$ cat src/core/abs_pkg.sv
// constants, types and register map of the auto-buffered three-wire serial block
// assumes an APB master with 32-bit data and 8-bit byte addresses
package abs_pkg;
  // ==========================================================
  // register byte offsets
  localparam logic [7:0] OFS_MODE = 8'h00;
  localparam logic [7:0] OFS_STATUS = 8'h04;
  localparam logic [7:0] OFS_DIVSEL = 8'h08;
  localparam logic [7:0] OFS_ENDPT = 8'h0C;
  localparam logic [7:0] OFS_GAP = 8'h10;
  localparam logic [7:0] OFS_TRIG = 8'h14;
  localparam logic [7:0] OFS_ADDRCNT = 8'h18;
  localparam logic [7:0] OFS_DONE = 8'h1C;
  // buffer words live where address bit 7 is set
  localparam int unsigned RAM_SEL_BIT = 7;
  // ==========================================================
  // field positions
  localparam int unsigned TRIG_START_BIT = 0;
  localparam int unsigned STATUS_BUSY_BIT = 0;
  localparam int unsigned STATUS_SRC_LSB = 1;
  localparam int unsigned DONE_FLAG_BIT = 0;
  // ==========================================================
  // reset values and sizes
  localparam logic [7:0] MODE_RST = 8'h00;
  localparam logic [1:0] SRC_RST = 2'h0;
  localparam logic [7:0] DIVSEL_RST = 8'h00;
  localparam logic [7:0] GAP_RST = 8'h00;
  localparam int unsigned BUF_BYTES = 32;
  localparam logic [4:0] LAST_PHASE = 5'h0F;
  // ==========================================================
  // mode register layout, bit 7 down to bit 0
  typedef struct packed {
    logic serial_unit_enable;
    logic auto_mode_select;
    logic repeat_mode_bit;
    logic master_select;
    logic tx_enable_bit;
    logic rx_enable_bit;
    logic [1:0] rsvd;
  } abs_mode_t;
  // engine states, one-hot
  typedef enum logic [4:0] {
    ST_IDLE = 5'h01,
    ST_LOAD = 5'h02,
    ST_SHIFT = 5'h04,
    ST_STORE = 5'h08,
    ST_GAP = 5'h10
  } abs_state_t;
endpackage : abs_pkg

$ cat src/core/abs_div.sv
// serial clock divider: a one-cycle tick every limit+1 clocks
// assumes clear is held whenever no master shifting is under way
`timescale 1ns/10ps
module abs_div #(
  parameter int unsigned CNT_W = 16
) (
  // clock and reset
  input wire logic pclk,
  input wire logic presetn,
  // control
  input wire logic clear,
  input wire logic [CNT_W-1:0] limit,
  // rate enable
  output logic tick
);
  // ==========================================================
  // elaboration check
  if (CNT_W < 2) begin : g_chk
    $error("divider width too small");
  end
  logic [CNT_W-1:0] cnt; // running count
  logic [CNT_W-1:0] next_cnt;
  // terminal count gives the tick
  assign tick = !clear && (cnt >= limit);
  // next count: cleared or wrapping
  always_comb begin
    if (clear || tick) begin
      next_cnt = '0;
    end else begin
      next_cnt = cnt + 1'b1;
    end
  end
  // count register
  always_ff @(posedge pclk or negedge presetn) begin
    if (!presetn) begin
      cnt <= '0;
    end else begin
      cnt <= next_cnt;
    end
  end
endmodule : abs_div

$ cat src/core/abs_serial.sv
// auto-buffered three-wire serial unit with APB registers and buffer
// assumes link inputs synchronous to pclk; pins muxed outside by the func flags
`timescale 1ns/10ps
module abs_serial
  import abs_pkg::*;
#(
  parameter int unsigned BUF_DEPTH = BUF_BYTES
) (
  // clock and reset
  input wire logic pclk,
  input wire logic presetn,
  // apb slave
  input wire logic psel,
  input wire logic penable,
  input wire logic pwrite,
  input wire logic [7:0] paddr,
  input wire logic [31:0] pwdata,
  output logic [31:0] prdata,
  output logic pready,
  output logic pslverr,
  // serial clock pin
  input wire logic sck_i,
  output logic sck_o,
  output logic sck_oe,
  // serial data pins
  input wire logic serial_data_in,
  output logic serial_data_out,
  output logic sdo_oe,
  // pin ownership, high while the serial unit owns the pin
  output logic sck_func,
  output logic sdi_func,
  output logic sdo_func,
  // completion request
  output logic transfer_done_irq
);
  localparam int unsigned AW = $clog2(BUF_DEPTH);
  // ==========================================================
  // elaboration check: power of two, fits the address window
  if ((BUF_DEPTH < 2) || (BUF_DEPTH > BUF_BYTES) || ((BUF_DEPTH & (BUF_DEPTH - 1)) != 0)) begin : g_chk
    $error("buffer depth unsupported");
  end
  // ==========================================================
  // state declarations
  abs_mode_t serial_mode_reg, next_mode; // mode bits
  logic [1:0] clk_src, next_clk_src; // clock source select
  logic [7:0] clock_divider_select, next_div; // division ratio
  logic [AW-1:0] transfer_end_point, next_end_pt; // last address
  logic [7:0] inter_byte_interval, next_gap; // idle length
  logic transfer_done_flag, next_done_flag; // sticky done
  logic [31:0] next_prdata; // read word
  abs_state_t state, next_state; // engine state
  logic [AW-1:0] transfer_address_counter, next_cnt;
  logic transfer_busy_flag, next_busy;
  logic [7:0] serial_shift_reg, next_sh;
  logic sdo_q, next_sdo_q; // data out latch
  logic sck_q, next_sck_q; // master clock level
  logic sck_prev; // last sampled external clock
  logic [4:0] phase, next_phase; // half-bit position
  logic [7:0] gap_cnt, next_gap_cnt; // interval count
  logic next_irq;
  logic [7:0] buf_mem [BUF_DEPTH]; // transfer buffer
  // ==========================================================
  // bus decode
  logic acc, wr, ram_hit, reg_hit, bad, cpu_ram, cpu_ram_wr, start;
  logic [AW-1:0] ram_idx;
  logic [31:0] rd_word;
  logic master, fall_ev, rise_ev, tick, gap_done, eng_we;
  logic [15:0] div_base, div_lim;
  assign acc = psel && penable;
  assign wr = acc && pwrite;
  assign ram_idx = paddr[2+:AW];
  assign ram_hit = paddr[RAM_SEL_BIT] && (paddr[1:0] == 2'h0) && (int'(paddr[6:2]) < BUF_DEPTH);
  assign reg_hit = (paddr == OFS_MODE) || (paddr == OFS_STATUS) || (paddr == OFS_DIVSEL)
    || (paddr == OFS_ENDPT) || (paddr == OFS_GAP) || (paddr == OFS_TRIG)
    || (paddr == OFS_ADDRCNT) || (paddr == OFS_DONE);
  // buffer refused while unit disabled
  assign bad = !(reg_hit || (ram_hit && serial_mode_reg.serial_unit_enable));
  assign pready = 1'b1;
  assign pslverr = acc && bad;
  // processor holds the buffer this cycle; engine waits on it
  assign cpu_ram = psel && ram_hit && serial_mode_reg.serial_unit_enable;
  assign cpu_ram_wr = wr && ram_hit && serial_mode_reg.serial_unit_enable;
  // trigger accepted only when enabled, automatic and idle
  assign start = wr && (paddr == OFS_TRIG) && pwdata[TRIG_START_BIT] && serial_mode_reg.serial_unit_enable
    && serial_mode_reg.auto_mode_select && !transfer_busy_flag;
  // ==========================================================
  // read mux, captured in the setup cycle
  always_comb begin
    rd_word = 32'h0000_0000;
    if (ram_hit) begin
      if (serial_mode_reg.serial_unit_enable) begin
        rd_word[7:0] = buf_mem[ram_idx];
      end
    end else begin
      case (paddr)
        OFS_MODE: rd_word[7:0] = serial_mode_reg;
        OFS_STATUS: begin
          rd_word[STATUS_BUSY_BIT] = transfer_busy_flag;
          rd_word[STATUS_SRC_LSB+:2] = clk_src;
        end
        OFS_DIVSEL: rd_word[7:0] = clock_divider_select;
        OFS_ENDPT: rd_word[AW-1:0] = transfer_end_point;
        OFS_GAP: rd_word[7:0] = inter_byte_interval;
        OFS_ADDRCNT: rd_word[AW-1:0] = transfer_address_counter;
        OFS_DONE: rd_word[DONE_FLAG_BIT] = transfer_done_flag;
        default: rd_word = 32'h0000_0000;
      endcase
    end
  end
  // ==========================================================
  // register group: next values
  always_comb begin
    next_mode = serial_mode_reg;
    next_clk_src = clk_src;
    next_div = clock_divider_select;
    next_end_pt = transfer_end_point;
    next_gap = inter_byte_interval;
    next_done_flag = transfer_done_flag;
    next_prdata = prdata;
    // read data sampled in setup
    if (psel && !penable && !pwrite) begin
      next_prdata = rd_word;
    end
    if (wr && !bad) begin
      case (paddr)
        OFS_MODE: next_mode = abs_mode_t'({pwdata[7:2], 2'h0});
        OFS_STATUS: next_clk_src = pwdata[STATUS_SRC_LSB+:2];
        OFS_DIVSEL: next_div = pwdata[7:0];
        OFS_ENDPT: next_end_pt = pwdata[AW-1:0];
        OFS_GAP: next_gap = pwdata[7:0];
        OFS_DONE: begin
          // write one to clear
          if (pwdata[DONE_FLAG_BIT]) begin
            next_done_flag = 1'b0;
          end
        end
        default: next_done_flag = next_done_flag;
      endcase
    end
    // set wins over clear
    if (next_irq) begin
      next_done_flag = 1'b1;
    end
  end
  // register group: storage
  always_ff @(posedge pclk or negedge presetn) begin
    if (!presetn) begin
      serial_mode_reg <= abs_mode_t'(MODE_RST);
      clk_src <= SRC_RST;
      clock_divider_select <= DIVSEL_RST;
      transfer_end_point <= '0;
      inter_byte_interval <= GAP_RST;
      transfer_done_flag <= 1'b0;
      prdata <= 32'h0000_0000;
    end else begin
      serial_mode_reg <= next_mode;
      clk_src <= next_clk_src;
      clock_divider_select <= next_div;
      transfer_end_point <= next_end_pt;
      inter_byte_interval <= next_gap;
      transfer_done_flag <= next_done_flag;
      prdata <= next_prdata;
    end
  end
  // ==========================================================
  // rate: source picks a power-of-two prescale, select the ratio
  assign div_base = {8'h00, clock_divider_select} + 16'h0001;
  assign div_lim = (div_base << clk_src) - 16'h0001;
  assign master = serial_mode_reg.master_select;
  abs_div #(
    .CNT_W(16)
  ) u_div (
    .pclk(pclk),
    .presetn(presetn),
    .clear(!serial_mode_reg.serial_unit_enable || !master || (state != ST_SHIFT)),
    .limit(div_lim),
    .tick(tick)
  );
  // slave edges come from the partner's clock only
  assign fall_ev = master ? (tick && !phase[0]) : (sck_prev && !sck_i && !phase[0]);
  assign rise_ev = master ? (tick && phase[0]) : (!sck_prev && sck_i && phase[0]);
  assign gap_done = (gap_cnt >= inter_byte_interval);
  assign eng_we = (state == ST_STORE) && !cpu_ram && serial_mode_reg.rx_enable_bit;
  // ==========================================================
  // engine group: next values
  always_comb begin
    next_state = state;
    next_cnt = transfer_address_counter;
    next_busy = transfer_busy_flag;
    next_sh = serial_shift_reg;
    next_sdo_q = sdo_q;
    next_sck_q = sck_q;
    next_phase = phase;
    next_gap_cnt = gap_cnt;
    next_irq = 1'b0;
    case (state)
      ST_IDLE: begin
        if (start) begin
          next_busy = 1'b1;
          next_cnt = '0;
          next_state = ST_LOAD;
        end
      end
      ST_LOAD: begin
        // wait while the processor holds the buffer
        if (!cpu_ram) begin
          next_sh = buf_mem[transfer_address_counter];
          next_sdo_q = next_sh[7];
          next_phase = 5'h00;
          next_state = ST_SHIFT;
        end
      end
      ST_SHIFT: begin
        if (fall_ev) begin
          // falling edge: present the next bit
          next_sck_q = 1'b0;
          next_sdo_q = serial_shift_reg[7];
          next_phase = phase + 5'h01;
        end else if (rise_ev) begin
          // rising edge: sample the input
          next_sck_q = 1'b1;
          next_sh = {serial_shift_reg[6:0], serial_data_in && serial_mode_reg.rx_enable_bit};
          next_phase = phase + 5'h01;
          if (phase == LAST_PHASE) begin
            next_state = ST_STORE;
          end
        end
      end
      ST_STORE: begin
        // received byte goes back at the same address
        if (!cpu_ram) begin
          next_gap_cnt = 8'h00;
          next_state = ST_GAP;
        end
      end
      ST_GAP: begin
        if (!gap_done) begin
          next_gap_cnt = gap_cnt + 8'h01;
        end else if (transfer_address_counter == transfer_end_point) begin
          if (serial_mode_reg.repeat_mode_bit) begin
            next_cnt = '0;
            next_state = ST_LOAD;
          end else begin
            next_busy = 1'b0;
            next_irq = 1'b1;
            next_state = ST_IDLE;
          end
        end else begin
          next_cnt = transfer_address_counter + 1'b1;
          next_state = ST_LOAD;
        end
      end
      default: next_state = ST_IDLE;
    endcase
    // disabled: state, busy, address counter and phase cleared, clock parked high
    if (!serial_mode_reg.serial_unit_enable) begin
      next_state = ST_IDLE;
      next_busy = 1'b0;
      next_cnt = '0;
      next_phase = 5'h00;
      next_sck_q = 1'b1;
      next_irq = 1'b0;
    end
  end
  // engine group: storage
  always_ff @(posedge pclk or negedge presetn) begin
    if (!presetn) begin
      state <= ST_IDLE;
      transfer_address_counter <= '0;
      transfer_busy_flag <= 1'b0;
      serial_shift_reg <= 8'h00;
      sdo_q <= 1'b1;
      sck_q <= 1'b1;
      sck_prev <= 1'b1;
      phase <= 5'h00;
      gap_cnt <= 8'h00;
      transfer_done_irq <= 1'b0;
    end else begin
      state <= next_state;
      transfer_address_counter <= next_cnt;
      transfer_busy_flag <= next_busy;
      serial_shift_reg <= next_sh;
      sdo_q <= next_sdo_q;
      sck_q <= next_sck_q;
      sck_prev <= sck_i;
      phase <= next_phase;
      gap_cnt <= next_gap_cnt;
      transfer_done_irq <= next_irq;
    end
  end
  // ==========================================================
  // buffer storage: processor first, engine when free
  always_ff @(posedge pclk) begin
    if (cpu_ram_wr) begin
      buf_mem[ram_idx] <= pwdata[7:0];
    end else if (eng_we) begin
      buf_mem[transfer_address_counter] <= serial_shift_reg;
    end
  end
  // ==========================================================
  // pins
  assign sck_o = sck_q;
  assign sck_oe = serial_mode_reg.serial_unit_enable && master;
  assign serial_data_out = sdo_q;
  assign sdo_oe = serial_mode_reg.serial_unit_enable && serial_mode_reg.tx_enable_bit;
  assign sck_func = serial_mode_reg.serial_unit_enable;
  assign sdi_func = serial_mode_reg.serial_unit_enable && serial_mode_reg.rx_enable_bit;
  assign sdo_func = sdo_oe;
endmodule : abs_serial

$ cat config.mk
export PLATFORM = sky130hd
export DESIGN_NAME = abs_serial
export DESIGN_NICKNAME = d
export VERILOG_FILES = /design/src/core/abs_pkg.sv /design/src/core/abs_div.sv /design/src/core/abs_serial.sv
export SDC_FILE = /design/constraint.sdc
export NUM_CORES = 1
export LEC_CHECK = 0
export BUFFER_PORTS_ARGS = -buffer_cell sky130_fd_sc_hd__buf_2
export CAP_MARGIN = 20
export CORE_MARGIN = 2
export CORE_UTILIZATION = 59
export DETAILED_ROUTE_END_ITERATION = 10
export HOLD_SLACK_MARGIN = 0.15
export PLACE_DENSITY = 0.77
export SLEW_MARGIN = 20
export SYNTH_ARGS = -nofsm -noshare
export SYNTH_HDL_FRONTEND = slang
export SYNTH_HIERARCHICAL = 1
export SYNTH_SLANG_ARGS = --single-unit
export TNS_END_PERCENT = 100
$ cat constraint.sdc
create_clock -name pclk -period 10 [get_ports pclk]
set_input_delay 2.5 -clock pclk [delete_from_list [all_inputs] [get_ports pclk]]
set_output_delay 2.5 -clock pclk [all_outputs]
set_load 0.01 [all_outputs]
== After elaboration in Yosys (flattened, before gate mapping) ==
Memory sizes are Yosys's and may differ from the RTL's.
Index checks and enable logic that the tools add are counted.

* Register bits after elaboration: 90
* Bits in writable memories: 256
* Bits of input ports: 47
* Logic and storage cells: 211
* Memories: 1

{| class="wikitable"
|+ Memory list
! memory !! words !! bits a word !! rd ports !! clocked after Yosys merged registers in !! write ports !! line !! source
|-
| buf_mem || 32 || 8 || 2 || 0 || 1 || abs_serial.sv:61 || <nowiki>logic [7:0] buf_mem [BUF_DEPTH];</nowiki>
|}

* $add $sub $neg: 6
* Order comparisons: 2
* Eq/ne operators: 36
* Shifts and indexed selects: 1
* Muxes and demuxes: 68
* Reduce and logical (&&, ||, !) cells: 74

{| class="wikitable"
|+ Operators with widths
! operator !! count
|-
| $mux 5 || 19
|-
| $mux 8 || 8
|-
| $eq 8x5->1 const B || 4
|-
| $pmux 8 s2 || 2
|-
| $logic_and 1x1->1 || 30
|-
| $mux 1 || 28
|-
| $ne 3x3->1 const B || 9
|-
| $pmux 5 s5 || 1
|-
| $pmux 5 s2 || 2
|-
| $add 16x1->16 const B || 1
|-
| $eq 8x4->1 const B || 2
|-
| $ge 16x16->1 || 1
|-
| $mux 16 || 1
|-
| $shl 9x2->16 || 1
|-
| $sub 16x1->16 const B || 1
|-
| $ne 2x2->1 const B || 6
|-
| $pmux 2 s6 || 1
|-
| $reduce_and 2->1 || 6
|-
| $reduce_and 3->1 || 4
|-
| $logic_not 1->1 || 11
|-
| $logic_or 1x1->1 || 11
|-
| $add 5x1->5 const B || 2
|-
| $eq 5x4->1 const B || 2
|-
| $pmux 2 s5 || 1
|-
| 24 further kinds || 33
|}

== Longest topological paths before layout ==
Gate-level depths: netlist of run 1.

* Word-level depth: 12
* Gate-level depth with buffers: 23
* Gate-level depth less buffers: 20

== Cells and area by module ==
The synthesis of run 1 kept the hierarchy.

{| class="wikitable"
|+ Modules (own cells, without submodules)
! module !! instances !! cells an instance !! area an instance (µm²) !! seq. area each (µm²)
|-
| abs_serial || 1 || 1176 || 17332.9 || 9544.2
|-
| abs_div || 1 || 125 || 1184.9 || 400.4
|}

== Worst setup path after synthesis of run 1 ==
Ideal clock, no wire load.

* Kind: input-to-output
* Start: in paddr[6]
* End: out pslverr
* Arrival: 3.330 ns
* Required time: 7.500 ns
* Path slack: 4.170 ns
* Stages on the path: 4
* Path buffers: 1
* Path through: buf_6 > or4_4 > nor2_1 > nor2_1

* Cells in the longest elaborated chain, start to end: 11
* Elaborated cells on any way between the ends: 18
* Those cells by class: 7 x eq/ne; 11 x reduce/logical

{| class="wikitable"
|+ RTL lines
! element !! line !! source
|-
| from (decl) || abs_serial.sv:16 || <nowiki>input wire logic [7:0] paddr,</nowiki>
|-
| $eq 8x3->1 or $logic_not 8->1 (tied branches) || abs_serial.sv:73 || <nowiki>assign reg_hit = (paddr == OFS_MODE) || (paddr == OFS_STATUS) || (paddr == OFS_DIVSEL)</nowiki>
|-
| $logic_or 1x1->1 (2 in a row) || abs_serial.sv:73 ||
|-
| $logic_or 1x1->1 (3 in a row) || abs_serial.sv:74 || <nowiki>|| (paddr == OFS_ENDPT) || (paddr == OFS_GAP) || (paddr == OFS_TRIG)</nowiki>
|-
| $logic_or 1x1->1 || abs_serial.sv:75 || <nowiki>|| (paddr == OFS_ADDRCNT) || (paddr == OFS_DONE);</nowiki>
|-
| $logic_or 1x1->1 * || abs_serial.sv:75 ||
|-
| $logic_or 1x1->1 * || abs_serial.sv:77 || <nowiki>assign bad = !(reg_hit || (ram_hit && serial_mode_reg.serial_unit_enable));</nowiki>
|-
| $logic_not 1->1 * || abs_serial.sv:77 ||
|-
| $logic_and 1x1->1 * || abs_serial.sv:79 || <nowiki>assign pslverr = acc && bad;</nowiki>
|-
| to (decl) || abs_serial.sv:20 || <nowiki>output logic pslverr,</nowiki>
|}

Mark *: on every way between the ends. The rest lies on a longest branch, timed or not.

== Final worst setup path of run 1 ==
* Start: in paddr[5]
* End: out pslverr

Same word-level chain as after synthesis.

==> summary.md, run 1 <==
The run finished with clean final reports. Commonest register cell after synthesis: edfxtp_1. The area growth from synthesis to layout is 8.33%. The first global-routing pass estimated 71000 um of wire. The delay contributed by the slowest stage of the critical path was 0.58 ns; the number of CTS-inserted buffers was 38.

After Yosys synthesis, XOR and XNOR cells account for 1.75% of the synthesized area. The total overflow reported by the global router is 0. The tools report the clock root buffer as clkbuf_16. The run gives 0 as the post-CTS setup-driven buffer insertion count. After synthesis, the largest family of logic cells by area is multiplexers.

At the end of routability-driven placement, the weighted congestion stood at 0.903. Top cell family by delay on the critical path: simple AND/OR/NAND/NOR gates. The count of buffer and inverter cells on the critical path is 2. The critical path in this run is classified as in -> out. The logs give 3 for the maximum buffer depth of the clock tree and 0 for the total count of hold-check failures in the final report. The clock latency on the worst-skew pair came out at 0.54 ns.

Once the floorplan was initialized, standard cells occupied 60.2% of the core. After detailed routing, the number of remaining DRC violations is 0. In the synthesized netlist, the number of instances is 1301. The tools report the worst-case setup margin in the final layout as 3.76 ns. Dividing the detail-routed wire length by the instance count gives 26.4 um. Final period utilization: 62.4%. STA classifies the critical path endpoint as a primary output. TritonCTS built the clock tree. The tools report the peak ir drop on the vdd network as 0.000146 V. The synthesis warning total is 6, and the flip-flop count of the largest register after layout is 256. For the final database, setup skew stands at 0.0311 ns. The post-synthesis share of cell area spent on and, or, nand and nor gates is 9.59%. In this run, synthesis produced a sequential element count of 346.

Timing would allow up to 160 MHz. Dividing the detail-routed via count by the number of cells gives 6.86. The detail route stage leaves a number of antenna-violating nets equal to 0.

In the final layout, the registers with the most flip-flops are buf_mem (256), u_div/cnt (16). The row count came out at 64. Setup repair after global routing left no endpoint under its margin. The hold buffer count at CTS was 0; the CTS sink count was 346.

Leaving out fill and tap cells, the most frequent cell in the layout is edfxtp_1. The run gives 0 as the count of cells resized by post-cts repair. Cell with the largest stage delay on the worst path: or4_4. Counting flops per register, the top entry is buf_mem.

The cell area power density works out to 156 nW/um^2. The ratio of cells with drive above 1 in the final layout is 24.2%, and the overall power after layout is 3.12 mW. Across all layers, the routed design uses 11939 vias.

STA classifies the critical path startpoint as an input port. The first detailed-routing pass ran for 6 iterations. The run gives 0 as the initial antenna violation count. The routed design has 46000 um of wire.

Summing the sequential cell areas from Yosys gives 53.7% of the chip area. Post-synthesis mux area share: 22.4%. The endpoint arrival time on the critical path came out at 3.74 ns. Overall fraction of global-route tracks in use: 28.6%. Die footprint: 32800 sq um. In this run, synthesis inferred 256 flip-flops with an integrated enable. The core outline area was 30700 sq um; the via count of the first global-routing pass was 11715. Timing analysis after detailed placement gives a worst setup slack of 3.79 ns. The first routing iteration left 1661 violations.

After the last flow step, the layout net total stands at 1394. The tools report the tightest slew margin relative to the limit as 29.1%. The die is 181 um tall.

The number of different library cells used by synthesis comes to 82. The mean cell area of the mapped netlist came out at 14.2 sq um. The number of buffer cells added on primary ports is 39.

The synthesized netlist devotes 6.56% of its cell area to compound gates. The worst hold-check path type was reg -> reg. After Yosys synthesis, full adders, half adders and majority gates account for 2.09% of the synthesized area. The die boundary width is 181 um. After synthesis the cells add up to 18500 sq um. The I/O pin count came out at 89. For the worst setup path, the data required time is 7.50 ns. Clock-pin slew was measured on the worst setup and hold paths at 0.05 ns. The post-layout minimum cycle time was 6.24 ns; the proportion of register bits with asynchronous set or reset after synthesis was 26.0%. For this design the static power due to leakage is 7.01 nW. In this run the number of H-tree levels came out at 2. The transition time at the pin with the least slew margin was 1.06 ns; the pin count of the biggest net entering global routing was 67. The tools report the final max-slew violation count as 0.

The final antenna diode count was 0. The count of max-cap constraint violations was 0. The total negative slack was 0 ns; the maximum fanout along the worst path was 15. Walking the worst path, the cells encountered are buf_2 > or4_4 > nor2_1 > nor2_1 > buf_2.

The logs give 0 for the final setup violation count and 4.38 ns for the register-to-register setup slack. The tools report the HPWL reported at the end of detailed placement as 30400 um. The top cell types in the final layout, fill and taps aside, are edfxtp_1 (256), mux4_2 (144), nor2_1 (90). For this run, the share of the core covered by cells in the final layout is 65.2%.
power by group:
part	internal (mW)	switching [mW]
Sequential	1.55	0.00766
Clock	0.826	0.565
Combinational	0.0609	0.111
Total	2.44	0.683
final cells by class:
cell class	instances	area, sq um
fillers	2116	10700
flip-flops and latches	346	9950
multi-input cells	839	7950
clock buffers	54	1030
well taps	396	495
repair buffers	49	278
clock inverters	15	198
inverters	42	158
kinds of logic after synthesis:
| group | after synthesis |
|---|---|
| muxes | 227 |
| and+or+nand+nor | 332 |
| buffers and inverters | 139 |
| DFF | 346 |
| xor gates and xnor gates | 37 |
| other | 2 |
| AOI/OAI and AO/OA | 187 |
| adders and majority gates | 31 |
layer usage:
metal / wire [um] / vias to the layer above / share of wire (%) / global-route usage [%]
li1: - / 5100 / - / -
met2: 21900 / 696 / 48 / 44.8
met5: 0 / - / 0 / 0
met3: 5040 / 93 / 11 / 7.36
met4: 1020 / 0 / 2.2 / 7.09
met1: 18000 / 6050 / 39 / 40.7
worst paths after layout:
kind,depth (start not counted),endpoint,from
worst max-delay path,5,pslverr,paddr[5]
worst min-delay path,1,transfer_done_flag$_DFFE_PN0P_,transfer_done_flag$_DFFE_PN0P_
worst max register to register,17,serial_shift_reg[5]$_DFFE_PN0P_,clk_src[0]$_DFFE_PN0P_
worst min register to register,1,transfer_done_flag$_DFFE_PN0P_,transfer_done_flag$_DFFE_PN0P_
max in group asynchronous,2,transfer_address_counter[0]$_DFFE_PN0P_,presetn
min in group asynchronous,1,prdata[5]$_DFFE_PN0P_,presetn
Yosys cell counts (4+ instances only):
library cell,instances,area (sq um)
nand2_1,79,297
o31ai_1,5,37.5
dfstp_2,4,105
nor2b_1,15,93.8
dfrtp_1,86,2150
and4_1,5,43.8
nor3b_1,4,30.0
a22oi_1,16,120
inv_1,40,150
ha_1,31,388
a21o_1,6,45.0
mux4_2,144,3240
xnor2_1,9,78.8
mux2i_1,42,420
nand3_1,32,160
nor2_2,10,62.6
nand2b_1,12,75.1
mux2_2,39,439
nor2_1,90,338
o22ai_1,6,37.5
buf_1,8,30.0
buf_2,29,145
clkbuf_1,22,82.6
and3_1,12,75.1
xor2_1,28,245
and2_1,7,43.8
a21oi_1,39,195
buf_4,36,270
o21ai_0,51,255
a31oi_1,20,125
nand4_1,14,87.6
edfxtp_1,256,7690
a211oi_1,5,37.5
nor3_1,16,80.1
or3_1,5,31.3
per-stage QoR:
step | std cells | hold WS [ns] | instance area (sq um)
6_report | 1741 | 0.488 | 20100
5_1_grt | 1741 | 0.514 | 20100
4_1_cts | 1741 | 0.483 | 20100
3_5_place_dp | 1672 | 0.471 | 18800
3_3_place_gp | 1672 | 0.464 | 18800
2_1_floorplan | 1324 | 0.450 | 18600
Note: power is estimated with default switching activity, not from simulation.
==> run 2: changes to the inputs <==
==> constraint.sdc (replaced) <==
create_clock -name pclk -period 6.05 [get_ports pclk]
set_input_delay 1.5125 -clock pclk [delete_from_list [all_inputs] [get_ports pclk]]
set_output_delay 1.5125 -clock pclk [all_outputs]
set_load 0.01 [all_outputs]
==> summary.md, run 2 (same netlist as run 1, synthesis figures left out) <==
The run finished with clean final reports. The most common cell after layout, fill and taps aside is edfxtp_1. The maximum buffer depth of the clock tree was 3 (unchanged). The share of the core filled with cells in the final layout came out at 65.1% (-0.14 points). The length of routed wiring on met1 was 18800 um (+4.1%). The wire length after detailed routing is 47200 um (+2.6%).

For the starting density of the core, the log shows 60.2% (unchanged). The run gives 0 ns (unchanged) as the total negative slack. Leaving out fill and tap cells, the most frequent cells in the layout are edfxtp_1 (256), mux4_2 (144), nor2_1 (90).

The tools report the overall fraction of global-route tracks in use as 29.2% (+0.61 points). Setup repair after global routing left no endpoint under its margin. The clock-pin transition on the worst setup and hold timing paths is 0.06 ns (about the same). Total number of vias: 12081 (+1.2%). The worst setup path is of the reg -> reg kind. Among all stages on the critical path, the largest delay is contributed by dfrtp_1. STA classifies the critical path startpoint as a flip-flop.

Endpoint arrival time on the critical path: 5.78 ns (+2.04 ns). Maximum fanout along the worst path: 12 (-3). The die boundary width came out at 181 um (unchanged).

The run gives 6.41 ns (-1.09 ns) as the required time of the critical path. The detailed route wirelength on metal3 is 4920 um (-2.3%), and the tightest slew margin relative to the limit is 23.5% (-5.5 points). The peak ir drop on the vdd network is 0.000249 V (+70%).

The row count was 64 (unchanged). The logs give 0 (unchanged) for the final max-slew violation count and 0 (unchanged) for the post-CTS setup-driven buffer insertion count. Grouping stages by cell kind, the critical path spends the most delay in simple AND/OR/NAND/NOR gates.

The floorplan die height was 181 um (unchanged); the count of max-cap constraint violations was 0 (unchanged). The clock tree skew after final layout was 0.0334 ns (+0.00227 ns); the die footprint was 32800 sq um (unchanged). The transition time at the pin with the least slew margin was 1.14 ns (+0.0790 ns). The number of CTS-inserted buffers was 37 (-2.6%); the hold buffer count at CTS was 0 (unchanged). The average detailed-routed wire length per instance is 27.1 um (+2.5%).

The placement-stage worst setup slack came out at 0.740 ns (-3.05 ns). The wire length of the first global-routing pass was 72100 um (+1.5%); the total number of nets in the final design was 1401 (+0.50%). The delay contributed by the slowest stage of the critical path was 0.57 ns (about the same).

The weighted congestion reported at the end of routability-driven placement came out at 0.932 (+3.3%). TritonCTS built the clock tree. The I/O pin count is 89 (unchanged).

The tools report the total count of hold-check failures in the final report as 0 (unchanged). The tools report the total of fill cells in the finished design as 2180 (+3.0%). In this run the worst setup path begins at clock_divider_select[0]$_DFFE_PN0P_. The count of cells resized by post-cts repair is 0 (unchanged), and the cell area power density is 249 nW/um^2 (+60%). The initial antenna violation count is 0 (unchanged), and the ratio of cells with drive above 1 in the final layout is 24.7% (+0.54 points). The clock period could shrink to 5.42 ns.

The DRC marker count from the first detailed-route iteration was 1542 (-7.2%). The HPWL reported at the end of detailed placement is 31200 um (+2.5%). The run gives 0.55 ns (about the same) as the clock latency on the worst-skew pair. The count of buffer and inverter cells on the critical path is 2 (unchanged), and the met2 wirelength from detailed routing is 22300 um (+1.6%). The logs give 0 (unchanged) for the final antenna diode count and 185 MHz for the fmax. Register-to-register setup slack: 0.63 ns (-3.75 ns). Traced cell by cell, the critical path runs through ha_1 > nand4_2 > o21ai_0 > nand2_1 > mux4_2 > nand4bb_1 > xor2_1 > inv_1 > ha_1 > nand4_1 > a211oi_1 > nand4_2 > a31oi_1 > nand2_1 > a21boi_0 > buf_4 > and3_1 > nor2_1 > a32oi_1 > o21ai_0. The tools report the startpoint of the worst register-to-register path as clock_divider_select[0]$_DFFE_PN0P_. The flip-flop count of the largest register after layout was 256 (unchanged); the worst-case setup margin in the final layout was 0.632 ns (-3.12 ns). The remaining antenna violation count was 0 (unchanged). The tightest min-delay check is of the reg -> reg type. The register with the most flip-flops was buf_mem. Core outline area: 30700 sq um (unchanged). The tools report the number of H-tree levels as 2 (unchanged). The largest registers in the layout are buf_mem (256), u_div/cnt (16).

In this run the most critical hold path is launched from transfer_done_flag$_DFFE_PN0P_. For the total overflow reported by the global router, the log shows 0 (unchanged). The first-pass detailed-route iteration total was 6 (unchanged). DRC violation count after routing: 0 (unchanged). The number of buffer cells added on primary ports came out at 39 (unchanged). After detailed routing, no signal wire sits above met4. Of the available clock period, the critical path in the final layout requires 89.6%.

The CTS sink count is 346 (unchanged). The element type at the critical path end is a flip-flop. In this run the clock root is driven by a clkbuf_16.

Via count of the first global-routing pass: 11655 (-0.51%). Area growth from synthesis to layout: 8.09%. The average vias per placed instance was 6.93 (+1.0%); the pin count of the biggest net entering global routing was 50 (-25%). The static power due to leakage was 7.01 nW (about the same); the final setup violation count was 0 (unchanged).
==> run 2: worst paths after layout <==
path | endpoint | depth (start not counted)
setup / recovery | serial_shift_reg[0]$_DFFE_PN0P_ | 20
hold / removal | transfer_done_flag$_DFFE_PN0P_ | 1
setup reg to reg | serial_shift_reg[0]$_DFFE_PN0P_ | 20
hold reg to reg | transfer_done_flag$_DFFE_PN0P_ | 1
max in group asynchronous | u_div/cnt[10]$_DFF_PN0_ | 2
min in group asynchronous | prdata[4]$_DFFE_PN0P_ | 1
==> run 2: layout make-up <==
class	instances	area (sq um)	share of cell area [%]
clock buffer	49	1030	5.14
timing repair buffer	57	338	1.69
sequential	346	9950	49.7
inverter	42	158	0.788
tap	396	495	2.48
multi-input combinational	839	7950	39.7
clock inverter	15	95.1	0.475
==> run 2: layer usage <==
| layer | track usage [%] | vias to the layer above |
|---|---|---|
| met1 | 42.7 | 6140 |
| li1 | - | 5101 |
| met5 | 0 | - |
| met4 | 8.03 | 0 |
| met3 | 5.68 | 89 |
| met2 | 45.6 | 751 |
==> run 2: power breakdown <==
part / total (mW) / switching (mW) / leakage [nW] / internal, mW
registers: 2.58 / 0.0114 / 3.48 / 2.57
clock network: 2.13 / 0.925 / 0.555 / 1.20
logic: 0.288 / 0.187 / 2.98 / 0.101
total: 4.99 / 1.12 / 7.01 / 3.87
==> run 2: through the flow <==
stage	instance area (sq um)	std cells	total power, mW	hold WS (ns)
after global placement	18900	1680	2.90	0.465
after floorplan	18600	1324	2.82	0.450
after CTS	20000	1744	5.01	0.489
after detailed placement	18900	1680	2.91	0.476
after global routing	20000	1744	5.12	0.522
final	20000	1744	4.99	0.486
==> run 2: worst reg2reg max path, delay by kind of cell (launching register included) <==
| kind | cells | cell delay, ns |
|---|---|---|
| mux | 1 | 0.51 |
| compound gates | 6 | 1.36 |
| buf+inv | 2 | 0.22 |
| fa+ha+maj | 2 | 0.74 |
| xor+xnor | 1 | 0.15 |
| flops | 1 | 0.57 |
| simple gates | 8 | 1.73 |
